--- config.mk ---
export PLATFORM = sky130hd
export DESIGN_NAME = omc_top
export DESIGN_NICKNAME = d
export VERILOG_FILES = /design/src/core/omc_pkg.sv /design/src/core/omc_sync.sv /design/src/core/omc_i2c.sv /design/src/core/omc_top.sv
export SDC_FILE = /design/constraint.sdc
export NUM_CORES = 2
export LEC_CHECK = 0
export ABC_AREA = 1
export BUFFER_PORTS_ARGS = -buffer_cell sky130_fd_sc_hd__buf_2
export CELL_PAD_IN_SITES_DETAIL_PLACEMENT = 1
export CELL_PAD_IN_SITES_GLOBAL_PLACEMENT = 1
export CORE_MARGIN = 2
export CORE_UTILIZATION = 54
export DETAILED_ROUTE_END_ITERATION = 8
export GPL_ROUTABILITY_DRIVEN = 0
export PLACE_DENSITY_LB_ADDON = 0.2
export SLEW_MARGIN = 20
export SYNTH_ARGS = -nofsm -noshare
export SYNTH_HDL_FRONTEND = slang
export SYNTH_SLANG_ARGS = --single-unit
--- constraint.sdc ---
create_clock -name mclk -period 7 [get_ports mclk]
set_clock_uncertainty 0.2 [all_clocks]
set_input_delay 0 -clock mclk [delete_from_list [all_inputs] [get_ports mclk]]
set_output_delay 0 -clock mclk [all_outputs]
set_load 0.01 [all_outputs]
--- src/core/omc_pkg.sv ---
// omc_pkg: constants shared by the module management control logic
// assumes: one 50 MHz clock mclk, synchronous active-high reset rst
// Overview of operation
// - serial commands answered only while deselect low
// - active-low interrupt flags readable condition details
// - laser disable input turns transmitter laser off
// - not-ready is OR of signal-lost and lock-loss
// - signal-lost low when normal, high without signal
// - module-absent output held low inside module
// - power-down high holds module in standby
// - power-down falling edge starts module reset
// - that reset also reinitialises the serial interface
// - reference clock input is ignored
// - write data on rising clock, unprotected only
// - read data launched on falling serial clock
// - start and stop conditions framed, detected here
// - byte memory from 000h, random and sequential
// - monitored values kept current and readable
// - alarm and warning flags when out of range
package omc_pkg;
  localparam int          MEM_AW        = 8;
  localparam int          MEM_DEPTH     = 256;
  localparam logic [6:0]  DEV_ADDR      = 7'h50;
  // monitor value bytes, high byte then low byte
  localparam logic [7:0]  A_TEMP        = 8'h60;
  localparam logic [7:0]  A_BIAS        = 8'h64;
  localparam logic [7:0]  A_TXPWR       = 8'h66;
  localparam logic [7:0]  A_RXPWR       = 8'h68;
  localparam logic [7:0]  A_VCC         = 8'h6A;
  // flag bytes, clear on read
  localparam logic [7:0]  A_ALARM       = 8'h50;
  localparam logic [7:0]  A_WARN        = 8'h52;
  // threshold table: per channel hi alarm, lo alarm, hi warn, lo warn
  localparam logic [7:0]  A_THRESH      = 8'h00;
  // write protection: bytes up to and including this, live area among them, are read only
  localparam logic [7:0]  A_WR_LOW      = 8'h7F;
  localparam logic [7:0]  A_LIVE_LO     = 8'h50;
  localparam logic [7:0]  A_LIVE_HI     = 8'h6F;
  // factory thresholds, plain defaults, reloaded by every reset
  localparam logic [15:0] TH_HI_ALM     = 16'hF000;
  localparam logic [15:0] TH_LO_ALM     = 16'h1000;
  localparam logic [15:0] TH_HI_WRN     = 16'hE000;
  localparam logic [15:0] TH_LO_WRN     = 16'h2000;
  localparam int          N_MON         = 5;
  // power-down reset pulse length
  localparam int          RST_NS        = 200;
  localparam int          CLK_NS        = 20;
  localparam int          RST_CYC       = (RST_NS + CLK_NS - 1) / CLK_NS;
  typedef enum logic [3:0] {
    OMC_IDLE = 4'b0001,
    OMC_ADDR = 4'b0010,
    OMC_WR   = 4'b0100,
    OMC_RD   = 4'b1000
  } omc_st_e;
endpackage

--- src/core/omc_sync.sv ---
// omc_sync: two flip-flop level synchroniser
// assumes: input asynchronous to mclk
`timescale 1ns/1ps
module omc_sync (
  // clock
  input  wire logic mclk,
  input  wire logic rst,
  // level
  input  wire logic d,
  output logic      q
);
  logic meta_reg;
  always_ff @(posedge mclk) begin
    if (rst) begin
      meta_reg <= 1'b0;
      q        <= 1'b0;
    end else begin
      meta_reg <= d;
      q        <= meta_reg;
    end
  end
endmodule

--- src/core/omc_i2c.sv ---
// omc_i2c: two-wire slave byte engine, events to the memory side
// assumes: scl and sda already synchronised to mclk
`timescale 1ns/1ps
module omc_i2c
  import omc_pkg::*;
(
  // clock
  input  wire logic       mclk,
  input  wire logic       srst,
  // synchronised pins
  input  wire logic       scl_s,
  input  wire logic       sda_s,
  input  wire logic       sel,
  // memory side
  output logic [7:0]      mem_addr,
  output logic            mem_we,
  output logic [7:0]      mem_wdata,
  output logic            mem_re,
  input  wire logic [7:0] mem_rdata,
  // data pin drive
  output logic            sda_oe
);
  omc_st_e     st_reg;
  logic        scl_d_reg;
  logic        sda_d_reg;
  logic [7:0]  sh_reg;
  logic [3:0]  cnt_reg;
  logic        ack_reg;
  logic        first_reg;
  logic [7:0]  out_reg;
  wire         scl_rise = scl_s & ~scl_d_reg;
  wire         scl_fall = ~scl_s & scl_d_reg;
  // framing conditions: data moves while clock high
  wire         start_c  = scl_s & scl_d_reg & sda_d_reg & ~sda_s;
  wire         stop_c   = scl_s & scl_d_reg & ~sda_d_reg & sda_s;
  wire         byte_end = (cnt_reg == 4'd8);
  wire [7:0]   sh_next  = {sh_reg[6:0], sda_s};
  always_ff @(posedge mclk) begin
    if (srst) begin
      scl_d_reg <= 1'b1;
      sda_d_reg <= 1'b1;
    end else begin
      scl_d_reg <= scl_s;
      sda_d_reg <= sda_s;
    end
  end
  always_ff @(posedge mclk) begin
    mem_we <= 1'b0;
    mem_re <= 1'b0;
    if (srst || !sel) begin // traffic ignored while deselected
      st_reg    <= OMC_IDLE;
      cnt_reg   <= 4'd0;
      ack_reg   <= 1'b0;
      sda_oe    <= 1'b0;
      sh_reg    <= 8'h00;
      first_reg <= 1'b0;
      out_reg   <= 8'h00;
      mem_addr  <= 8'h00;
      mem_wdata <= 8'h00;
    end else if (start_c) begin
      st_reg  <= OMC_ADDR;
      cnt_reg <= 4'd0;
      ack_reg <= 1'b0;
      sda_oe  <= 1'b0;
    end else if (stop_c) begin
      st_reg <= OMC_IDLE;
      sda_oe <= 1'b0;
    end else if (st_reg != OMC_IDLE) begin
      if (scl_rise) begin
        if (ack_reg) begin
          // master nack ends a read
          if (st_reg == OMC_RD && sda_s)
            st_reg <= OMC_IDLE;
        end else if (!(st_reg == OMC_RD)) begin
          // capture on rising clock
          sh_reg  <= sh_next;
          cnt_reg <= cnt_reg + 4'd1;
        end else begin
          cnt_reg <= cnt_reg + 4'd1;
        end
      end else if (scl_fall) begin
        // all drive changes on falling clock
        if (ack_reg) begin
          ack_reg <= 1'b0;
          cnt_reg <= 4'd0;
          if (st_reg == OMC_RD) begin
            sda_oe  <= ~mem_rdata[7];
            out_reg <= {mem_rdata[6:0], 1'b0};
            mem_re  <= 1'b1;
          end else begin
            sda_oe <= 1'b0;
          end
        end else if (byte_end) begin
          ack_reg <= 1'b1;
          case (st_reg)
            OMC_ADDR: begin
              if (sh_reg[7:1] == DEV_ADDR) begin
                sda_oe <= 1'b1;
                first_reg <= 1'b1;
                st_reg <= sh_reg[0] ? OMC_RD : OMC_WR;
              end else begin
                st_reg <= OMC_IDLE;
                sda_oe <= 1'b0;
              end
            end
            OMC_WR: begin
              sda_oe <= 1'b1;
              if (first_reg) begin
                mem_addr  <= sh_reg;
                first_reg <= 1'b0;
              end else begin
                mem_wdata <= sh_reg;
                mem_we    <= 1'b1;
              end
            end
            OMC_RD: sda_oe <= 1'b0;
            default: st_reg <= OMC_IDLE;
          endcase
        end else if (st_reg == OMC_RD) begin
          sda_oe  <= ~out_reg[7];
          out_reg <= {out_reg[6:0], 1'b0};
        end
      end
    end
    // the address pointer steps after each data byte written or fetched for reading
    if (!srst && sel && (mem_we || mem_re))
      mem_addr <= mem_addr + 8'h01;
  end
endmodule

--- src/core/omc_top.sv ---
// omc_top: management pins, byte memory and diagnostics monitor
// assumes: host pulls up open-drain lines; adc values arrive on mclk
`timescale 1ns/1ps
module omc_top
  import omc_pkg::*;
(
  // clock and reset
  input  wire logic        mclk,
  input  wire logic        rst,
  // host control pins
  input  wire logic        deselect,
  input  wire logic        laser_off_request,
  input  wire logic        power_down,
  input  wire logic        ref_clock_in_p,
  // two-wire bus
  input  wire logic        scl,
  input  wire logic        sda_in,
  output logic             sda_out,
  output logic             sda_oe,
  // optics status from the analog front end
  input  wire logic        rx_no_light,
  input  wire logic        tx_lock_lost,
  input  wire logic        rx_lock_lost,
  // monitor samples, 16 bits each
  input  wire logic [15:0] mon_temp,
  input  wire logic [15:0] mon_bias,
  input  wire logic [15:0] mon_txpwr,
  input  wire logic [15:0] mon_rxpwr,
  input  wire logic [15:0] mon_vcc,
  // status and control outputs
  output logic             interrupt_n,
  output logic             not_ready_flag,
  output logic             rx_signal_lost,
  output logic             module_absent,
  output logic             laser_enable,
  output logic             standby
);
  logic        desel_s;
  logic        txdis_s;
  logic        pd_s;
  logic        scl_s;
  logic        sda_s;
  logic        los_s;
  logic        txl_s;
  logic        rxl_s;
  logic        pd_d_reg;
  logic [3:0]  prst_cnt_reg;
  logic [7:0]  mem [0:MEM_DEPTH-1];
  logic [7:0]  alarm_reg;
  logic [7:0]  warn_reg;
  wire  [7:0]  mem_addr;
  wire         mem_we;
  wire  [7:0]  mem_wdata;
  wire         mem_re;
  logic [7:0]  mem_rdata;
  wire         sda_drive;

  // all host pins are asynchronous; link data and clock included
  wire [7:0] raw_in = {deselect, laser_off_request, power_down, scl,
                       sda_in, rx_no_light, tx_lock_lost, rx_lock_lost};
  wire [7:0] syn_out;
  genvar gi;
  generate
    for (gi = 0; gi < 8; gi++) begin : g_sync
      omc_sync u_sync (
        .mclk (mclk),
        .rst  (rst),
        .d    (raw_in[gi]),
        .q    (syn_out[gi])
      );
    end
  endgenerate
  assign {desel_s, txdis_s, pd_s, scl_s, sda_s, los_s, txl_s, rxl_s}
    = syn_out;

  // falling edge of power-down starts an internal reset
  wire pd_fall  = pd_d_reg & ~pd_s;
  wire prst_act = (prst_cnt_reg != 4'd0);
  // internal reset covers the serial engine and flags
  wire srst     = rst | prst_act | pd_fall;
  always_ff @(posedge mclk) begin
    if (rst) begin
      pd_d_reg     <= 1'b0;
      prst_cnt_reg <= 4'd0;
    end else begin
      pd_d_reg <= pd_s;
      if (pd_fall)
        prst_cnt_reg <= 4'(RST_CYC);
      else if (prst_act)
        prst_cnt_reg <= prst_cnt_reg - 4'd1;
    end
  end

  // ref_clock_in_p deliberately unused; nothing depends on it
  wire unused_ref = ref_clock_in_p;

  omc_i2c u_i2c (
    .mclk      (mclk),
    .srst      (srst | pd_s),
    .scl_s     (scl_s),
    .sda_s     (sda_s),
    .sel       (~desel_s),
    .mem_addr  (mem_addr),
    .mem_we    (mem_we),
    .mem_wdata (mem_wdata),
    .mem_re    (mem_re),
    .mem_rdata (mem_rdata),
    .sda_oe    (sda_drive)
  );

  // only the user area may be written
  wire wr_ok = mem_we && (mem_addr > A_WR_LOW);

  // compare a 16-bit sample against its four thresholds
  function automatic logic [3:0] range_chk(input logic [15:0] v,
                                           input logic [7:0] base);
    logic [15:0] ha;
    logic [15:0] la;
    logic [15:0] hw;
    logic [15:0] lw;
    ha = {mem[base], mem[base + 8'h01]};
    la = {mem[base + 8'h02], mem[base + 8'h03]};
    hw = {mem[base + 8'h04], mem[base + 8'h05]};
    lw = {mem[base + 8'h06], mem[base + 8'h07]};
    range_chk = {v > ha, v < la, v > hw, v < lw};
  endfunction

  wire [15:0] mon_v [0:N_MON-1];
  assign mon_v[0] = mon_temp;
  assign mon_v[1] = mon_bias;
  assign mon_v[2] = mon_txpwr;
  assign mon_v[3] = mon_rxpwr;
  assign mon_v[4] = mon_vcc;
  wire [7:0] mon_a [0:N_MON-1];
  assign mon_a[0] = A_TEMP;
  assign mon_a[1] = A_BIAS;
  assign mon_a[2] = A_TXPWR;
  assign mon_a[3] = A_RXPWR;
  assign mon_a[4] = A_VCC;

  // thresholds sit at A_THRESH + 8*channel (factory area)
  wire [3:0] chk [0:N_MON-1];
  wire [7:0] thr_a [0:N_MON-1];
  wire [7:0] alarm_ev;
  wire [7:0] warn_ev;
  generate
    for (gi = 0; gi < N_MON; gi++) begin : g_chk
      assign thr_a[gi] = A_THRESH + 8'(gi * 8);
      assign chk[gi] = range_chk(mon_v[gi], thr_a[gi]);
      assign alarm_ev[gi] = chk[gi][3] | chk[gi][2];
      assign warn_ev[gi]  = chk[gi][1] | chk[gi][0];
    end
  endgenerate
  assign alarm_ev[7:N_MON] = '0;
  assign warn_ev[7:N_MON]  = '0;

  wire rd_alarm = mem_re && (mem_addr == A_ALARM);
  wire rd_warn  = mem_re && (mem_addr == A_WARN);

  // live values, flags, else storage
  always_comb begin
    mem_rdata = mem[mem_addr];
    if (mem_addr == A_ALARM)
      mem_rdata = alarm_reg;
    else if (mem_addr == A_WARN)
      mem_rdata = warn_reg;
  end

  always_ff @(posedge mclk) begin
    if (srst) begin
      // thresholds reload as after power-up, never left unknown
      for (int i = 0; i < N_MON; i++) begin
        {mem[thr_a[i]], mem[thr_a[i] + 8'h01]}         <= TH_HI_ALM;
        {mem[thr_a[i] + 8'h02], mem[thr_a[i] + 8'h03]} <= TH_LO_ALM;
        {mem[thr_a[i] + 8'h04], mem[thr_a[i] + 8'h05]} <= TH_HI_WRN;
        {mem[thr_a[i] + 8'h06], mem[thr_a[i] + 8'h07]} <= TH_LO_WRN;
      end
    end else if (wr_ok) begin
      mem[mem_addr] <= mem_wdata;
    end
    // live monitor values refreshed every cycle
    for (int i = 0; i < N_MON; i++) begin
      mem[mon_a[i]]        <= mon_v[i][15:8];
      mem[mon_a[i] + 8'h01] <= mon_v[i][7:0];
    end
  end

  // sticky flags, set wins over clear-on-read
  always_ff @(posedge mclk) begin
    if (srst) begin
      alarm_reg <= 8'h00;
      warn_reg  <= 8'h00;
    end else begin
      alarm_reg <= (rd_alarm ? 8'h00 : alarm_reg) | alarm_ev;
      warn_reg  <= (rd_warn  ? 8'h00 : warn_reg)  | warn_ev;
    end
  end

  wire int_next = |{alarm_reg, warn_reg};

  always_ff @(posedge mclk) begin
    if (rst) begin
      interrupt_n    <= 1'b1;
      not_ready_flag <= 1'b0;
      rx_signal_lost <= 1'b0;
      module_absent  <= 1'b0;
      laser_enable   <= 1'b0;
      standby        <= 1'b0;
      sda_out        <= 1'b0;
      sda_oe         <= 1'b0;
    end else begin
      interrupt_n    <= ~int_next;
      not_ready_flag <= los_s | txl_s | rxl_s;
      rx_signal_lost <= los_s;
      module_absent  <= 1'b0;
      // srst holds pd_fall too: no one-cycle flash as reset starts
      laser_enable   <= ~txdis_s & ~pd_s & ~srst;
      standby        <= pd_s;
      sda_out        <= 1'b0; // open drain, only pulls low
      // module drives data only; serial clock is input
      sda_oe         <= sda_drive;
    end
  end
endmodule

## Yosys cells after proc, flatten, opt, wreduce, memory -nomap -nowiden

Cells that the tools add are included.

| word-level totals | value |
|---|---|
| register bits | 2,137 |
| bits of input ports | 91 |
| output and inout bits | 8 |
| logic and storage cells | 495 |

| cells by class | value |
|---|---|
| add/subtract/negate cells | 3 |
| magnitude comparators | 23 |
| equal/unequal tests | 24 |
| multiplexer cells | 55 |
| bitwise logic cells | 49 |
| reductions and logical operators | 45 |

Operators by type and width:

| kind | count |
|---|---|
| $bwmux 2048 | 1 |
| $mux 8 | 22 |
| $gt 16x16->1 | 10 |
| $lt 16x16->1 | 10 |
| $bmux 8 s8 | 1 |
| $demux 8 s8 | 1 |
| $mux 4 | 14 |
| $reduce_and 9->1 | 3 |
| $not 1->1 | 21 |
| $reduce_bool 3->1 | 7 |
| $eq 8x7->1 const B | 2 |
| $or 8x5->8 | 2 |
| $reduce_bool 4->1 | 4 |
| $reduce_or 16->1 | 1 |
| $or 1x1->1 | 15 |
| $reduce_and 7->1 | 2 |
| $ne 3x3->1 const B | 4 |
| $reduce_bool 2->1 | 6 |
| $and 1x1->1 | 10 |
| $mux 1 | 10 |
| $reduce_and 5->1 | 2 |
| $ge 9x9->1 const B | 1 |
| $lt 9x1->1 const B | 1 |
| $not 8->9 | 1 |
| 28 further kinds | 48 |

## Logic depth before layout (Yosys ltp)

| logic depth | value |
|---|---|
| word-level depth | 11 |
| mapped depth | 20 |
| gate-level depth less buffers | 17 |

## Cells and area by module

Synthesis repeated with hierarchy kept, for this count alone.

| unflattened totals | value |
|---|---|
| cell total of the unflattened synthesis | 8,688 |
| area total of the unflattened synthesis | 89,623.5 um^2 |

By module, submodules not included:

| module | times used | cells each | area each (um^2) | seq. area each (um^2) |
|---|---|---|---|---|
| omc_top | 1 | 8,317 | 86,676.9 | 57,895.5 |
| omc_i2c | 1 | 323 | 2,506.2 | 1,001.0 |
| omc_sync | 8 | 6 | 55.1 | 40.0 |

## Worst setup path after synthesis

No wires, ideal clock.

| timing path | value |
|---|---|
| path kind | reg-to-reg |
| from | reg u_i2c.mem_wdata[0] |
| to | reg mem[0] in the netlist's numbering (data pin) |
| library setup time | 0.727 ns |
| data arrival time | 2.785 ns |
| data required time | 6.073 ns |
| setup slack | 3.288 ns |
| stages on the path, launching flop included | 1 |
| path buffers | 0 |
| period minus slack after synthesis | 3.712 ns |
| cells stage by stage | dfxtp_1 |

| between the ends | value |
|---|---|
| cells in the longest elaborated chain, start to end | 1 |

Ends and longest elaborated chain:

| element | line | text |
|---|---|---|
| start, declared | omc_i2c.sv:17 | `output logic [7:0] mem_wdata,` |
| start signal, assigned | omc_i2c.sv:112 | `mem_wdata <= sh_reg;` |
| $bwmux 2048 | omc_top.sv:179 | `mem[mem_addr] <= mem_wdata;` |
| end signal, assigned by index | omc_top.sv:179 |  |
| end signal, assigned by index | omc_top.sv:183 | `mem[mon_a[i]] <= mon_v[i][15:8];` |
| end signal, assigned by index | omc_top.sv:184 | `mem[mon_a[i] + 8'h01] <= mon_v[i][7:0];` |
| end, declared | omc_top.sv:48 | `logic [7:0] mem [0:MEM_DEPTH-1];` |

Every way passes these cells.
A chain may end at the register's enable or synchronous reset.

## Final worst setup path

| timing path | value |
|---|---|
| from | reg u_i2c.mem_addr[0] |
| to | reg u_i2c.out_reg[4] |

| between the ends | value |
|---|---|
| cells in the longest elaborated chain, start to end | 8 |
| elaborated cells on any way between the ends | 10 |
| those cells by class | eq/ne: 2; mux: 7; bitwise: 1 |

Ends and longest elaborated chain:

| element | line | text |
|---|---|---|
| start, declared | omc_i2c.sv:15 | `output logic [7:0] mem_addr,` |
| start signal, assigned | omc_i2c.sv:109 | `mem_addr <= sh_reg;` |
| start signal, assigned | omc_i2c.sv:127 | `mem_addr <= mem_addr + 8'h01;` |
| $not 8->9 (not written as such) | omc_top.sv:162 | `mem_rdata = mem[mem_addr];` |
| $bmux 8 s8 | omc_top.sv:162 |  |
| $mux 8 (not written as such) (2 in a row) | omc_top.sv:162 |  |
| $mux 8 | omc_top.sv:165 | `else if (mem_addr == A_WARN)` |
| $mux 8 (*) | omc_top.sv:163 | `if (mem_addr == A_ALARM)` |
| $mux 8 (*) | omc_i2c.sv:86 | `if (st_reg == OMC_RD) begin` |
| $mux 8 (*) | omc_i2c.sv:83 | `if (ack_reg) begin` |
| end signal, assigned | omc_i2c.sv:88 | `out_reg <= {mem_rdata[6:0], 1'b0};` |
| end signal, assigned | omc_i2c.sv:121 | `out_reg <= {out_reg[6:0], 1'b0};` |
| end, declared | omc_i2c.sv:30 | `logic [7:0] out_reg;` |

Mark *: on every way between the ends. The rest lies on a longest branch, timed or not. The select of a mux whose other input is x is not followed.

==> metrics <==
kind of end point of the critical path=flip-flop; starting density of the core=54.2%; max reg flops=2,048; static leakage=43.7 nW; Avg WL per Cell=23.8 microns; Pwr Total=32.7 mW; outcome=finished clean; Total Nets Final=10,100; async set-or-reset flop fraction in the synthesized netlist=0%; H-tree levels=4; top cell types by occurrence after synthesis=nand2_1 (1,848), edfxtp_1 (1,656), nor2_1 (1,588); max-capacitance violation count=0; Final Slew Violations=0; antenna violations before repair=13; number of synthesized flops with an enable pin=1,656; summed area of non-filler cells in the final layout=0.104 sq mm; CP Data Arrival Time=5.43 ns; first-pass iteration count of the detailed router=8; count of input and output buffers=95; area growth from synthesis to layout=13.8%; setup ws final=2.13 ns; total half-perimeter wirelength after legalization and detailed placement=171,000 microns; Core Box Area=0.169 sq mm; final hold violation count=0; leading register cell type out of synthesis=edfxtp_1; CTS tree=built; maximum fanout encountered on the critical timing path=155; width of the die=416 microns; detailed-route vias per instance=5.72; antenna violation net count after detailed routing=0; DRC=0; unrepaired setup endpoints after global routing=false; number of gates given a new drive strength after cts=0; element type at the critical path start=flip-flop; vertical die dimension=416 microns; number of instances on the worst hold path=3; clock transition at the register clock pins on the worst setup and hold paths after CTS=0.06 ns; multiplexer area fraction after synthesis=0%; min cycle time layout=4.87 ns; cell area after synthesis=0.0917 sq mm; global-route wire length before repair=435,000 microns; DP Area=0.0956 sq mm; compound-gate portion of the synthesized area=9.53%; area share of the leading cell type in the synthesized netlist=54.2%; arithmetic-cell share of the synthesized area counting full adders, half adders and majority gates=4.41%; peak ir drop on the vdd network=0.291 mV; FF+latch count, synth=2,130; transition time at the pin with the least slew margin=1.29 ns; cell count after synthesis=8,937; clk root buf=clkbuf_16; number of global-route vias before repair=73,100; cells on worst reg2reg path=16; warning count from the yosys run=0; maximum number of pins on one net before global-route repair=204; Synth Area in Simple Gates=15.9%; dominant combinational cell family by area after synthesis=simple AND/OR/NAND/NOR gates; Crit path required time=7.57 ns; CTS Buffer Depth=3; register with the most flip-flops=mem; Min Hold Slack=0.132 ns; power per standard cell area=313 mW/mm^2; total wirelength of the detailed-routed design=288,000 microns; top area cells in the synthesized netlist=edfxtp_1 (54%), dfxtp_1 (10%), nand2_1 (7.6%), nor2_1 (6.5%), o21ai_0 (4.7%); post-placement setup slack=2.39 ns; sequential fraction of the synthesis area=64.6%; Setup-failing EPs final=0; Synth Area in XOR/XNOR=0.0382%; worst slew margin relative to its limit=13.4%; cell type with the highest aggregate area in the netlist=edfxtp_1; fin crit share=69.5%; sum of overflow across all layers after global routing=0; Post-Route Setup TNS=0 ns; maximum frequency from static timing analysis=205 MHz; number of library cell types mapped by synthesis=49; Die ar.=0.173 sq mm; vias after detailed routing=69,200; most repeated cell in the gate-level netlist after synthesis=nand2_1; worst-skew pair later-pin latency=0.88 ns; DRC marker count from the first detailed-route iteration=6,152; I/O Pins=99; share of final-layout standard cells stronger than drive strength 1=5.26%; WS Path Type=reg -> reg; number of rows in the core area=151; Post-Synthesis Mean Instance Area=10.3 sq um; number of clock buffers inserted by TritonCTS=219; kind of path behind the tightest hold check=in -> reg; Total GRT Usage=33.0%; clock tree sinks=2,130
routing by layer:
metal  track usage (%)  wire [microns]  up-vias
li1                  -               -    31200
met1              40.6          112000    34700
met2              56.6          143000     2570
met3              5.55           19600      732
met4              15.8           14100       12
met5                 0              76        -
worst paths after layout:
check                startpoint          endpoint  slack [ns]
min reg2reg  g_sync[6].u_sync.q      laser_enable        0.20
max reg2reg   u_i2c.mem_addr[0]  u_i2c.out_reg[4]        2.13
min                mon_txpwr[0]         mem[1216]        0.13
max           u_i2c.mem_addr[0]  u_i2c.out_reg[4]        2.13
power breakdown:
group	internal, mW	total, mW	switching [mW]	leakage, nW
Combinational	1.82	7.41	5.59	17.8
Clock	6.42	11.5	5.09	3.41
Sequential	13.7	13.8	0.113	22.6
Total	21.9	32.7	10.8	43.7
logic make-up (layout without fill, tap and decap cells):
logic type	after synthesis	count (layout)
and+or+nand+nor	3729	3729
AOI/OAI and AO/OA	1626	1626
adders and majority gates	323	323
buffers and inverters	1124	1440
DFF	2130	2130
xor gates and xnor gates	4	4
other	1	635
through the flow:
step	cells	utilization, %
6_report	12100	61.8
5_1_grt	12100	61.7
4_1_cts	12100	61.7
3_5_place_dp	11500	56.5
3_3_place_gp	11500	56.5
2_1_floorplan	9562	-
layout make-up:
class	count	area (sq um)
multi-input combinational	6308	29800
antenna	9	22.5
clock inverter	117	1100
inverter	666	2520
sequential	2130	59200
clock buffer	293	5870
fill	18400	64700
tap	2218	2780
timing repair buffer	364	3130
layout by cell type (no fill, tap or decap), types with 64 or more instances in the layout:
cell,n
a21oi_1,286
clkbuf_1,64
o21ai_0,860
o21ai_1,168
conb_1,626
clkbuf_16,220
inv_1,655
edfxtp_1,1656
buf_2,95
nand2_1,1848
nor2_1,1582
nand4_1,76
dfxtp_1,466
o22ai_1,166
buf_4,68
ha_1,323
nand3_1,157
dlygate4sd3_1,187
critical path: stages, from the launching register on:
cell      delay, ns
edfxtp_1       0.49
buf_12         0.42
buf_4          0.79
buf_12         0.57
nand2_1        0.15
nand3_1        0.14
nand2_1        0.11
nand2_1        0.09
nand2_1        0.08
o21ai_0        0.46
nand3_1        0.27
nand2_1        0.12
nand3_1        0.19
o21bai_1       0.24
nand2_1        0.07
nand2_1        0.06
a21oi_1        0.05
repair_timing:
item / CTS / global route
buffers inserted: 0 / 0
endpoints found under the hold margin: 115 / 0
hold buffers: 187 / 0
Note: power is estimated with default switching activity, not from simulation.
